## src/include/lsw_regs.svh

```systemverilog
`ifndef LSW_REGS_SVH
`define LSW_REGS_SVH

// ----------------------------------------------------------------
// register indices (byte address is four times the index)
// ----------------------------------------------------------------
`define LSW_IDX_FAST_MODES  3'h0
`define LSW_IDX_SIDE_MODES  3'h1
`define LSW_IDX_TERM_PULSE  3'h2
`define LSW_IDX_RX_SET      3'h3
`define LSW_IDX_RX_BOOST    3'h4
`define LSW_IDX_TX_SET      3'h5
`define LSW_IDX_OWN_ADDR    3'h6
`define LSW_NUM_RW_REGS     6
`define LSW_IDX_W           3

// ----------------------------------------------------------------
// field positions
// ----------------------------------------------------------------
`define LSW_BIT_ENABLE      6
`define LSW_BIT_SELECT      0
`define LSW_BIT_TERM_OFF    0
`define LSW_BIT_OUT_TERM    3
`define LSW_BIT_CUR_20MA    2
`define LSW_PE_MSB          1
`define LSW_PE_LSB          0

// ----------------------------------------------------------------
// reset values
// ----------------------------------------------------------------
`define LSW_RST_FAST_MODES  8'h40
`define LSW_RST_SIDE_MODES  8'h40
`define LSW_RST_TERM_PULSE  8'h00
`define LSW_RST_RX_SET      8'h00
`define LSW_RST_RX_BOOST    8'h00
`define LSW_RST_TX_SET      8'h0C

// ----------------------------------------------------------------
// slave address and timing
// ----------------------------------------------------------------
`define LSW_ADDR_UPPER      6'h24
`define LSW_CLK_KHZ         250000
`define LSW_TERM_PULSE_MS   100
`define LSW_SWITCH_DELAY_US 200
`define LSW_UPDATE_DELAY_US 20

`endif

```

## src/include/lsw_pkg.sv

```systemverilog
package lsw_pkg;

  // applied settings that drive the analog datapath
  typedef struct packed {
    logic [3:0] fast_route_b;      // per output channel: 1 = source B
    logic       fast_out_tristate;
    logic       side_line_route_b;
    logic       side_line_enable;
    logic [7:0] input_term_connect; // A0..A3 then B0..B3
    logic [7:0] input_boost_12db;
    logic       output_term_on;
    logic       output_current_20ma;
    logic [1:0] output_preemphasis_level;
  } lsw_analog_ctrl_type;

  typedef enum logic [0:0] {LSW_WIN_IDLE, LSW_WIN_HOLD} lsw_win_state_type;

endpackage

```

## src/hw/lsw_switch_ctrl.sv

```systemverilog
`include "lsw_regs.svh"

// Summary of operation
// the output carries the four fast channels of source A or source B as picked by the select bit.
// the side-line group reaching the common lines follows its own select bit.
// all four fast channels are handled by identical logic, so any may carry the pixel clock.
// each fast input whose pulse bit is set loses its termination for about 100 ms per switch.
// the global termination-off bit removes every input termination; default is connected.
// each of the eight fast inputs has its own 6 dB / 12 dB boost bit.
// one bit switches all output terminations together, on after reset.
// clearing the switch enable bit tristates every fast output.
// the current bit picks 20 mA (default) or 10 mA; 10 mA is for external-only termination.
// software keeps outputs disabled when no output termination exists at all.
// a two-bit field picks one of four output pre-emphasis levels.
// the slave address is fixed upper six bits with the low bit from the address pin.
// the active-low configuration reset restores all defaults and selects source A.
// writes inside an update window do not restart it; the last value lands at its end.
// a source change moves all four output channels at once, never leaving them mixed.
module lsw_switch_ctrl #(
  parameter int TERM_PULSE_CYC   = `LSW_TERM_PULSE_MS * `LSW_CLK_KHZ,
  parameter int SWITCH_DELAY_CYC = `LSW_SWITCH_DELAY_US * (`LSW_CLK_KHZ / 1000),
  parameter int UPDATE_DELAY_CYC = `LSW_UPDATE_DELAY_US * (`LSW_CLK_KHZ / 1000)
) (
  input  wire logic                         core_clk,
  input  wire logic                         sys_rst,
  input  wire logic                         cfg_rst_n,
  input  wire logic                         addr_sel_pin,
  input  wire logic [7:0]                   avs_address,
  input  wire logic                         avs_read,
  input  wire logic                         avs_write,
  input  wire logic [31:0]                  avs_writedata,
  input  wire logic [3:0]                   avs_byteenable,
  output logic      [31:0]                  avs_readdata,
  output logic                              avs_waitrequest,
  output lsw_pkg::lsw_analog_ctrl_type      analog_ctrl
);
  import lsw_pkg::*;

  // ----------------------------------------------------------------
  // reset value lookup, shared by shadow registers and windows
  // ----------------------------------------------------------------
  function automatic logic [7:0] lsw_reset_val(input int idx);
    logic [7:0] val;
    val = 8'h00;
    case (idx)
      `LSW_IDX_FAST_MODES: val = `LSW_RST_FAST_MODES;
      `LSW_IDX_SIDE_MODES: val = `LSW_RST_SIDE_MODES;
      `LSW_IDX_TERM_PULSE: val = `LSW_RST_TERM_PULSE;
      `LSW_IDX_RX_SET:     val = `LSW_RST_RX_SET;
      `LSW_IDX_RX_BOOST:   val = `LSW_RST_RX_BOOST;
      `LSW_IDX_TX_SET:     val = `LSW_RST_TX_SET;
      default: val = 8'h00;
    endcase
    return val;
  endfunction

  // ----------------------------------------------------------------
  // pin synchronisers
  // ----------------------------------------------------------------
  logic cfg_rst_n_meta;
  logic cfg_rst_n_sync;
  logic addr_sel_meta;
  logic addr_sel_sync;

  // pins are asynchronous to core_clk, so two flops before any use
  always_ff @(posedge core_clk) begin
    if (sys_rst) begin
      cfg_rst_n_meta <= 1'b1;
      cfg_rst_n_sync <= 1'b1;
      addr_sel_meta  <= 1'b0;
      addr_sel_sync  <= 1'b0;
    end else begin
      cfg_rst_n_meta <= cfg_rst_n;
      cfg_rst_n_sync <= cfg_rst_n_meta;
      addr_sel_meta  <= addr_sel_pin;
      addr_sel_sync  <= addr_sel_meta;
    end
  end

  wire logic       cfg_reset = ~cfg_rst_n_sync;
  wire logic [6:0] own_addr  = {`LSW_ADDR_UPPER, addr_sel_sync};

  // ----------------------------------------------------------------
  // bus slave: one wait cycle per access
  // ----------------------------------------------------------------
  logic ack;

  wire logic                 bus_req    = avs_read ^ avs_write;
  wire logic                 word_ok    = (avs_address[1:0] == 2'b00);
  wire logic [`LSW_IDX_W-1:0] acc_idx   = avs_address[`LSW_IDX_W+1:2];
  wire logic                 upper_zero = (avs_address[7:`LSW_IDX_W+2] == '0);
  wire logic                 idx_rw     = word_ok && upper_zero
                                          && (acc_idx < `LSW_NUM_RW_REGS);
  wire logic                 idx_id     = word_ok && upper_zero
                                          && (acc_idx == `LSW_IDX_OWN_ADDR);
  wire logic                 wr_take    = avs_write && ack && avs_byteenable[0];

  assign avs_waitrequest = bus_req && !ack;

  // ack rises one cycle after the request and drops after the answer
  always_ff @(posedge core_clk) begin
    if (sys_rst) begin
      ack <= 1'b0;
    end else begin
      ack <= bus_req && !ack;
    end
  end

  // ----------------------------------------------------------------
  // shadow registers and update windows
  // ----------------------------------------------------------------
  logic [7:0] shadow  [`LSW_NUM_RW_REGS];
  logic [7:0] applied [`LSW_NUM_RW_REGS];
  logic [`LSW_NUM_RW_REGS-1:0] reg_wr;
  logic [`LSW_NUM_RW_REGS-1:0] reg_busy;

  genvar gi;
  generate
    for (gi = 0; gi < `LSW_NUM_RW_REGS; gi++) begin : g_reg
      assign reg_wr[gi] = wr_take && idx_rw && (acc_idx == gi[`LSW_IDX_W-1:0]);

      // software sees the last written byte, the datapath the applied one
      always_ff @(posedge core_clk) begin
        if (sys_rst || cfg_reset) begin
          shadow[gi] <= lsw_reset_val(gi);
        end else if (reg_wr[gi]) begin
          shadow[gi] <= avs_writedata[7:0];
        end
      end

      lsw_update_window #(
        .DELAY_CYC (gi == 0 ? SWITCH_DELAY_CYC : UPDATE_DELAY_CYC),
        .RESET_VAL (lsw_reset_val(gi))
      ) u_window (
        .core_clk (core_clk),
        .sys_rst  (sys_rst),
        .restart  (cfg_reset),
        .wr       (reg_wr[gi]),
        .wdata    (avs_writedata[7:0]),
        .applied  (applied[gi]),
        .busy     (reg_busy[gi])
      );
    end
  endgenerate

  // ----------------------------------------------------------------
  // read data
  // ----------------------------------------------------------------
  wire logic [7:0] rd_rw   = idx_rw ? shadow[acc_idx] : 8'h00;
  wire logic [7:0] rd_byte = idx_id ? {1'b0, own_addr} : rd_rw;

  // loaded in the wait cycle so it stands when waitrequest drops
  always_ff @(posedge core_clk) begin
    if (sys_rst) begin
      avs_readdata <= 32'h0000_0000;
    end else if (avs_read && !ack) begin
      avs_readdata <= {24'h00_0000, rd_byte};
    end
  end

  // ----------------------------------------------------------------
  // applied fields
  // ----------------------------------------------------------------
  wire logic [7:0] fast_modes = applied[`LSW_IDX_FAST_MODES];
  wire logic [7:0] side_modes = applied[`LSW_IDX_SIDE_MODES];
  wire logic [7:0] tx_set     = applied[`LSW_IDX_TX_SET];
  wire logic       fast_sel   = fast_modes[`LSW_BIT_SELECT];
  wire logic       term_off   = applied[`LSW_IDX_RX_SET][`LSW_BIT_TERM_OFF];
  wire logic [7:0] pulse_en   = applied[`LSW_IDX_TERM_PULSE];

  // ----------------------------------------------------------------
  // termination pulse after a source switch
  // ----------------------------------------------------------------
  logic        fast_sel_prev;
  logic [31:0] pulse_cnt;

  wire logic source_switch = (fast_sel != fast_sel_prev);
  wire logic pulse_active  = (pulse_cnt != 32'h0);

  // every applied source change restarts the 100 ms release
  always_ff @(posedge core_clk) begin
    if (sys_rst) begin
      fast_sel_prev <= 1'b0;
      pulse_cnt     <= 32'h0;
    end else begin
      fast_sel_prev <= fast_sel;
      if (source_switch) begin
        pulse_cnt <= TERM_PULSE_CYC;
      end else if (pulse_active) begin
        pulse_cnt <= pulse_cnt - 32'h1;
      end
    end
  end

  // ----------------------------------------------------------------
  // next analog controls
  // ----------------------------------------------------------------
  lsw_analog_ctrl_type next_ctrl;
  logic [7:0]          next_term;

  // one select flop fans out to all channels, so they cannot disagree
  generate
    for (gi = 0; gi < 4; gi++) begin : g_chan
      assign next_ctrl.fast_route_b[gi] = fast_sel;
    end
    for (gi = 0; gi < 8; gi++) begin : g_term
      assign next_term[gi] = !term_off && !(pulse_active && pulse_en[gi]);
    end
  endgenerate

  assign next_ctrl.fast_out_tristate   = !fast_modes[`LSW_BIT_ENABLE];
  assign next_ctrl.side_line_route_b   = side_modes[`LSW_BIT_SELECT];
  assign next_ctrl.side_line_enable    = side_modes[`LSW_BIT_ENABLE];
  assign next_ctrl.input_term_connect  = next_term;
  assign next_ctrl.input_boost_12db    = applied[`LSW_IDX_RX_BOOST];
  assign next_ctrl.output_term_on      = tx_set[`LSW_BIT_OUT_TERM];
  assign next_ctrl.output_current_20ma = tx_set[`LSW_BIT_CUR_20MA];
  assign next_ctrl.output_preemphasis_level = tx_set[`LSW_PE_MSB:`LSW_PE_LSB];

  // outputs come from flops to keep the analog controls glitch free
  always_ff @(posedge core_clk) begin
    if (sys_rst) begin
      analog_ctrl <= '0;
    end else begin
      analog_ctrl <= next_ctrl;
    end
  end
endmodule // lsw_switch_ctrl

```

## src/hw/lsw_update_window.sv

```systemverilog
`include "lsw_regs.svh"

// holds a written byte and applies it with a fixed update window
module lsw_update_window #(
  parameter int         DELAY_CYC = 16,
  parameter logic [7:0] RESET_VAL = 8'h00
) (
  input  wire logic       core_clk,
  input  wire logic       sys_rst,
  input  wire logic       restart,
  input  wire logic       wr,
  input  wire logic [7:0] wdata,
  output logic      [7:0] applied,
  output logic            busy
);
  import lsw_pkg::*;

  lsw_win_state_type state;
  logic [31:0]       cnt;
  logic [7:0]        pending;
  wire logic         win_end = (state == LSW_WIN_HOLD) && (cnt == 32'h1);
  wire logic [7:0]   latest  = wr ? wdata : pending;

  assign busy = (state == LSW_WIN_HOLD);

  // ----------------------------------------------------------------
  // window sequencing
  // ----------------------------------------------------------------
  // writes inside the window only refresh the pending byte, never the count
  always_ff @(posedge core_clk) begin
    if (sys_rst || restart) begin
      state   <= LSW_WIN_HOLD;
      cnt     <= DELAY_CYC;
      pending <= RESET_VAL;
      applied <= RESET_VAL;
    end else begin
      unique case (state)
        LSW_WIN_IDLE: begin
          if (wr) begin
            applied <= wdata;
            pending <= wdata;
            cnt     <= DELAY_CYC;
            state   <= LSW_WIN_HOLD;
          end
        end
        LSW_WIN_HOLD: begin
          pending <= latest;
          cnt     <= cnt - 32'h1;
          if (win_end) begin
            applied <= latest;
            state   <= LSW_WIN_IDLE;
          end
        end
      endcase
    end
  end
endmodule // lsw_update_window

```

## config.mk

```make
export PLATFORM = sky130hd
export DESIGN_NAME = lsw_switch_ctrl
export DESIGN_NICKNAME = d
export VERILOG_FILES = /design/src/include/lsw_pkg.sv /design/src/hw/lsw_switch_ctrl.sv /design/src/hw/lsw_update_window.sv
export VERILOG_INCLUDE_DIRS = /design/src /design/src/include
export SDC_FILE = /design/constraint.sdc
export NUM_CORES = 1
export LEC_CHECK = 0
export BUFFER_PORTS_ARGS = -buffer_cell sky130_fd_sc_hd__buf_2
export CAP_MARGIN = 30
export CORE_ASPECT_RATIO = 1.75
export CORE_UTILIZATION = 25
export CTS_BUF_LIST = sky130_fd_sc_hd__clkbuf_4 sky130_fd_sc_hd__clkbuf_8
export CTS_CLUSTER_SIZE = 16
export DETAILED_ROUTE_END_ITERATION = 12
export SLEW_MARGIN = 20
export SYNTH_ARGS = -nofsm -noshare
export SYNTH_HDL_FRONTEND = slang
export SYNTH_SLANG_ARGS = --single-unit
```

## constraint.sdc

```tcl
create_clock -name core_clk -period 5.7 [get_ports core_clk]
set_clock_uncertainty 0.05 [all_clocks]
set_input_delay 1.14 -clock core_clk [delete_from_list [all_inputs] [get_ports core_clk]]
set_output_delay 1.14 -clock core_clk [all_outputs]
set_load 0.1 [all_outputs]
```

After elaboration in Yosys (flattened, before gate mapping)
Memories as Yosys holds them, arrays and structs flattened.
Cells that the tools add are included.
{"block": "word_totals", "n_memories": 1, "inputBits": 50, "ram_bits": 48, "register_bits": 351}
{"name": "shadow", "depth": 6, "width": 8, "rd": 1, "rd_ports_with_merged_regs": 0, "wr": 6, "line": "lsw_switch_ctrl.sv:112", "source": "logic [7:0] shadow [`LSW_NUM_RW_REGS];"}
{"block": "op_classes", "eq_ne": 25, "magnitude_cmp": 1, "n_bitwise": 14, "n_addsub": 7, "mux": 78, "reduce_logical": 60}
{"op": "$pmux 32 s2", "count": 6}
{"op": "$sub 32x1->32 const B", "count": 7}
{"op": "$eq 32x1->1 const B", "count": 6}
{"op": "$mux 32", "count": 6}
{"op": "$mux 8", "count": 18}
{"op": "$mux 25", "count": 2}
{"op": "$logic_and 1x1->1", "count": 36}
{"op": "$pmux 8 s2", "count": 2}
{"op": "$reduce_bool 32->1", "count": 1}
{"op": "$mux 1", "count": 28}
{"op": "$mux 7", "count": 4}
{"op": "$pmux 7 s2", "count": 2}
{"op": "$pmux 1 s2", "count": 7}
{"op": "$ne 2x1->1 const B", "count": 6}
{"op": "$ne 2x2->1 const B", "count": 6}
{"op": "$reduce_and 2->1", "count": 6}
{"op": "$logic_not 1->1", "count": 11}
{"op": "$eq 3x3->1 const B", "count": 3}
{"op": "$mux 4", "count": 2}
{"op": "$pmux 4 s2", "count": 1}
{"op": "$not 1->1", "count": 7}
{"op": "$eq 3x2->1 const B", "count": 2}
{"op": "$logic_not 3->1", "count": 2}
{"op": "$or 1x1->1", "count": 6}
{"op": "8 further kinds", "count": 8}

Depth between registers and ports, before layout
{"block": "depth", "depth_word": 9, "ltp_mapped": 9}

Cells and area by module
Synthesis repeated with hierarchy kept, for this count alone.
{"block": "hier_totals", "cells_unflattened": 1987, "area_unflattened_um2": 19033.3}
{"module": "lsw_update_window at g_reg[2].u_window ...", "area_per_inst_um2": 2253.4, "cells_per_inst": 240, "n_inst": 3}
{"module": "lsw_switch_ctrl", "area_per_inst_um2": 5325.1, "cells_per_inst": 494, "n_inst": 1}
{"module": "lsw_update_window at g_reg[0].u_window", "area_per_inst_um2": 2399.8, "cells_per_inst": 277, "n_inst": 1}
{"module": "lsw_update_window at g_reg[1].u_window", "area_per_inst_um2": 2294.7, "cells_per_inst": 263, "n_inst": 1}
{"module": "lsw_update_window at g_reg[5].u_window", "area_per_inst_um2": 2253.4, "cells_per_inst": 233, "n_inst": 1}

Least setup slack after synthesis
OpenSTA, ideal clock, no wires.
{"block": "synth_timing", "kind": "input to output", "startpoint": "input port avs_read", "endpoint": "output port avs_waitrequest", "t_required_ns": 4.510, "stages": 2, "path_buffers": 0, "t_arrival_ns": 2.517, "setup_slack_ns": 1.993, "cell_sequence": "xnor2_1 nor2_1"}
{"block": "synth_via", "elab_chain_cells": 2}
{"item": "from (decl)", "line": "lsw_switch_ctrl.sv:29", "source": "input wire logic avs_read,"}
{"item": "$xor 1x1->1", "line": "lsw_switch_ctrl.sv:88", "source": "wire logic bus_req = avs_read ^ avs_write;"}
{"item": "$logic_and 1x1->1", "line": "lsw_switch_ctrl.sv:98", "source": "assign avs_waitrequest = bus_req && !ack;"}
{"item": "to (decl)", "line": "lsw_switch_ctrl.sv:34", "source": "output logic avs_waitrequest,"}
Every way passes these cells.

Worst setup path after layout
{"block": "layout_timing", "startpoint": "input port avs_address[1]", "endpoint": "register g_reg[4].u_window.applied[5]"}
{"block": "layout_via", "elab_chain_cells": 8, "word_cells_on_any_way": 10, "classes_between": "1 x eq/ne; 3 x mux; 6 x reduce/logical"}
{"item": "from (decl)", "line": "lsw_switch_ctrl.sv:28", "source": "input wire logic [7:0] avs_address,"}
{"item": "$logic_not 2->1 *", "line": "lsw_switch_ctrl.sv:89", "source": "wire logic word_ok = (avs_address[1:0] == 2'b00);"}
{"item": "$logic_and 1x1->1 * (2 in a row)", "line": "lsw_switch_ctrl.sv:92", "source": "wire logic idx_rw = word_ok && upper_zero"}
{"item": "$logic_and 1x1->1 * (2 in a row)", "line": "lsw_switch_ctrl.sv:120", "source": "assign reg_wr[gi] = wr_take && idx_rw && (acc_idx == gi[`LSW_IDX_W-1:0]);"}
{"item": "$mux 8"}
{"item": "$mux 8", "line": "lsw_update_window.sv:49", "source": "if (win_end) begin"}
{"item": "$pmux 8 s2", "line": "lsw_update_window.sv:37", "source": "unique case (state)"}
{"item": "to (signal assigned)", "line": "lsw_update_window.sv:40", "source": "applied <= wdata;"}
{"item": "to (signal assigned)", "line": "lsw_update_window.sv:50", "source": "applied <= latest;"}
{"item": "to (decl)", "line": "lsw_update_window.sv:13", "source": "output logic [7:0] applied,"}
Mark *: on every way between the ends. The rest lies on a longest branch, timed or not. The select of a mux whose other input is x is not followed.
A chain may end at the register's enable or synchronous reset.

==> flow_summary.json <==
{
  "die-area_sq_um": 68800,
  "clock_power_share_pct": 36.5,
  "cts_buffers": 56,
  "drc": 0,
  "avgSynthCellArea_sq_um": 8.97,
  "worstPathRequired_ns": 6.17,
  "reg2reg_depth": 6,
  "synth_area_sq_um": 16900,
  "irDropWorstVdd_mv": 0.178,
  "holdBufCountCts": 0,
  "arrival_ns": 3.97,
  "final_nets": 1977,
  "die_w_um": 199,
  "worst_path_max_delay_cell": "or4b_2",
  "finalWeightedCongestion": 0.806,
  "final_util_pct": 28.9,
  "post_route_cells_drive_above_1_share_pct": 14.6,
  "postSynthCellCount": 1888,
  "grt_max_degree": 62,
  "worstHoldStart": "cfg_rst_n_meta",
  "p_leak_nw": 6.87,
  "path_cells": "buf_2 -> or4b_2 -> or4_1 -> nor2_1 -> nor3_1 -> clkbuf_2 -> o2bb2ai_1",
  "comb_power_share_pct": 19.8,
  "die_y_um": 346,
  "ys_seq_area_share_pct": 46.0,
  "cp-end-kind": "flip-flop",
  "antenna_found_initial": 4,
  "drt-vias-per-instance": 4.98,
  "io_pins": 110,
  "seqPwrFrac_pct": 43.7,
  "fp-row-count": 125,
  "status": "finished, final reports clean",
  "rsz0062_at_grt": "false",
  "clk_latency_ns": 0.70,
  "startpoint": "avs_address[1]",
  "swShare_pct": 32.1,
  "fill_cells": 7041,
  "grt_pass1_wl_mm": 71.7,
  "cts_root_buf": "clkbuf_8",
  "hp-class": "reg2reg",
  "synth.yosys.warnings": 0,
  "cts_num_sinks": 365,
  "start_util_pct": 25.4,
  "htreeDepth": 2,
  "slew_viol_final": 0,
  "grt_pass1_vias": 14089,
  "cp_num_buf_inv": 2,
  "num_vias": 14196,
  "cts.repair.resized": 0,
  "wire_per_inst_um": 15.4,
  "crit_path_max_fanout": 13,
  "critPathMaxStageDelay_ns": 0.90,
  "setup_violations": 0,
  "hold_ws_ns": 0.368,
  "power_density_nw_per_um2": 346,
  "wirelength_mm": 43.8,
  "ant_nets": 0,
  "maxCapViolCount": 0,
  "placed_area_sq_um": 17900,
  "async_reset_ff_share_pct": 0,
  "dpl.hpwl_mm": 30.2,
  "min_period_ns": 3.50,
  "grtUsageTotal_pct": 12.7,
  "crit_type": "in2reg",
  "drt_first_pass_iters": 5,
  "cts.path.max_buffers": 3,
  "synth-seq-cells": 365,
  "timing.rr.start": "ack",
  "worst_pin_slew_ns": 0.922,
  "ys.flop_type": "dfxtp_1",
  "synth-edff-count": 48,
  "r2r_end": "g_reg[4].u_window.applied[5]",
  "start_kind": "input pin",
  "hold_violations": 0,
  "r2r_slack_ns": 2.45,
  "clk_pin_slew_ns": 0.07,
  "slew_headroom_pct": 38.0,
  "p_sw_w": 0.00213,
  "fin_tns_setup_ns": 0,
  "min_to": "cfg_rst_n_sync",
  "grt.overflow.total": 0,
  "drt_iter0_markers": 867,
  "cts_tree": "yes",
  "yosysUniqueCellTypes": 73,
  "design.core.area_sq_um": 66600,
  "p_int_w": 0.00452,
  "layout_commonest_cell": "dfxtp_1",
  "fmax_ghz": 0.286,
  "power_w": 0.00665,
  "fin_area_sq_um": 19200,
  "io_buffers": 58,
  "mostFrequentLayoutCells": "dfxtp_1, a21oi_1, nor2_1",
  "area_delta_synth_final_pct": 13.5,
  "finalCritPeriodShare_pct": 61.4,
  "min_delay_path_depth": 1,
  "cts_setup_buffers": 0,
  "crit_family": "simple AND/OR/NAND/NOR gates"
}
-- synth_stat cells, types with 12 or more instances --
| cell | n | area, sq um |
|---|---|---|
| mux2_2 | 24 | 270 |
| xnor2_1 | 12 | 105 |
| dfxtp_1 | 317 | 6350 |
| or3_1 | 117 | 732 |
| o311ai_0 | 12 | 105 |
| clkbuf_1 | 90 | 338 |
| nand4_1 | 18 | 113 |
| nand2b_1 | 21 | 131 |
| nor3_1 | 58 | 290 |
| nor2b_1 | 21 | 131 |
| nor2_1 | 149 | 559 |
| mux2i_1 | 39 | 390 |
| inv_1 | 24 | 90.1 |
| and2_1 | 13 | 81.3 |
| or2_2 | 45 | 282 |
| a21oi_1 | 169 | 846 |
| edfxtp_1 | 48 | 1440 |
| and3_1 | 44 | 275 |
| nand3b_1 | 17 | 128 |
| o21ai_0 | 45 | 225 |
| ha_1 | 13 | 163 |
| or4_1 | 53 | 398 |
| nand3_1 | 88 | 440 |
| nor4_1 | 49 | 307 |
| xor2_1 | 14 | 123 |
| o31ai_1 | 18 | 135 |
| buf_4 | 28 | 210 |
| nand2_1 | 137 | 514 |
| o21a_1 | 16 | 120 |
| o211ai_1 | 53 | 398 |
-- per-layer routing --
metal	part of all wire, %	up-vias	track usage, %
met5	0.030	-	0
met4	3.7	2	5.79
met3	4.2	93	2.24
met2	52	300	23.6
met1	40	6841	13.8
li1	-	6960	-
-- power groups by stage --
stage / Sequential [W] / Combinational [W] / Clock [W]
floorplan: 0.00296 / 0.00107 / 0
global placement: 0.00295 / 0.00127 / 0
detailed placement: 0.00296 / 0.00131 / 0
CTS: 0.00290 / 0.00131 / 0.00251
global route: 0.00293 / 0.00146 / 0.00262
finish: 0.00290 / 0.00132 / 0.00243
-- worst register-to-register path, delay by kind of cell, from the launching register on --
family,cells,cell delay (ns)
AND/OR/NAND/NOR,4,2.26
flip-flops,1,0.42
buffers and inverters,1,0.21
AO/OA/AOI/OAI,1,0.13
-- through the flow --
| stage | instances | setup WS [ns] |
|---|---|---|
| final | 2848 | 2.20 |
| after global routing | 2848 | 2.13 |
| after CTS | 2844 | 2.27 |
| after detailed placement | 2742 | 1.55 |
| after global placement | 2741 | 1.62 |
| after floorplan | 1911 | 1.99 |
-- cells by family after synthesis --
group | count (synthesis) | share of synthesized area, %
xor gates and xnor gates | 26 | 1.34
DFF | 365 | 46.0
AOI/OAI and AO/OA | 379 | 13.8
muxes | 71 | 4.97
other | 1 | 0.0221
buffers and inverters | 158 | 4.35
and+or+nand+nor | 875 | 28.5
adders and majority gates | 13 | 0.961
-- how the worst max path moves through the flow --
| stage | to | slack, ns | depth (start not counted) |
|---|---|---|---|
| 2_1_floorplan | avs_waitrequest | 1.99 | 2 |
| 3_3_place_gp | g_reg[4].u_window.cnt[30] | 1.62 | 6 |
| 5_1_grt | g_reg[4].u_window.cnt[23] | 2.13 | 6 |
| 3_5_place_dp | g_reg[4].u_window.cnt[16] | 1.55 | 6 |
| 4_1_cts | g_reg[4].u_window.cnt[16] | 2.27 | 6 |
| 6_report | g_reg[4].u_window.applied[5] | 2.20 | 7 |
-- state kept, by name, summed over array words and instances, names as in the netlist --
signal / flops
cfg_rst_n_sync: 1
avs_readdata: 8
cfg_rst_n_meta: 1
addr_sel_meta: 1
g.u_window.pending: 25
g.u_window.cnt: 192
g.u_window.busy: 6
analog_ctrl: 24
pulse_cnt: 32
addr_sel_sync: 1
shadow: 48
ack: 1
g.u_window.applied: 25
-- area by class of cell --
class                   instances  area (sq um)  share of cell area, %
repair buffers                 79           455                   2.37
inverters                      24          90.1                  0.469
clock buffers                  85          1110                   5.76
clock inverters                17           154                  0.801
flip-flops and latches        365          7790                   40.5
multi-input cells            1388          8520                   44.3
diodes                          1          2.50                 0.0130
well taps                     889          1110                   5.79
Power figures use the tool's default switching activity.
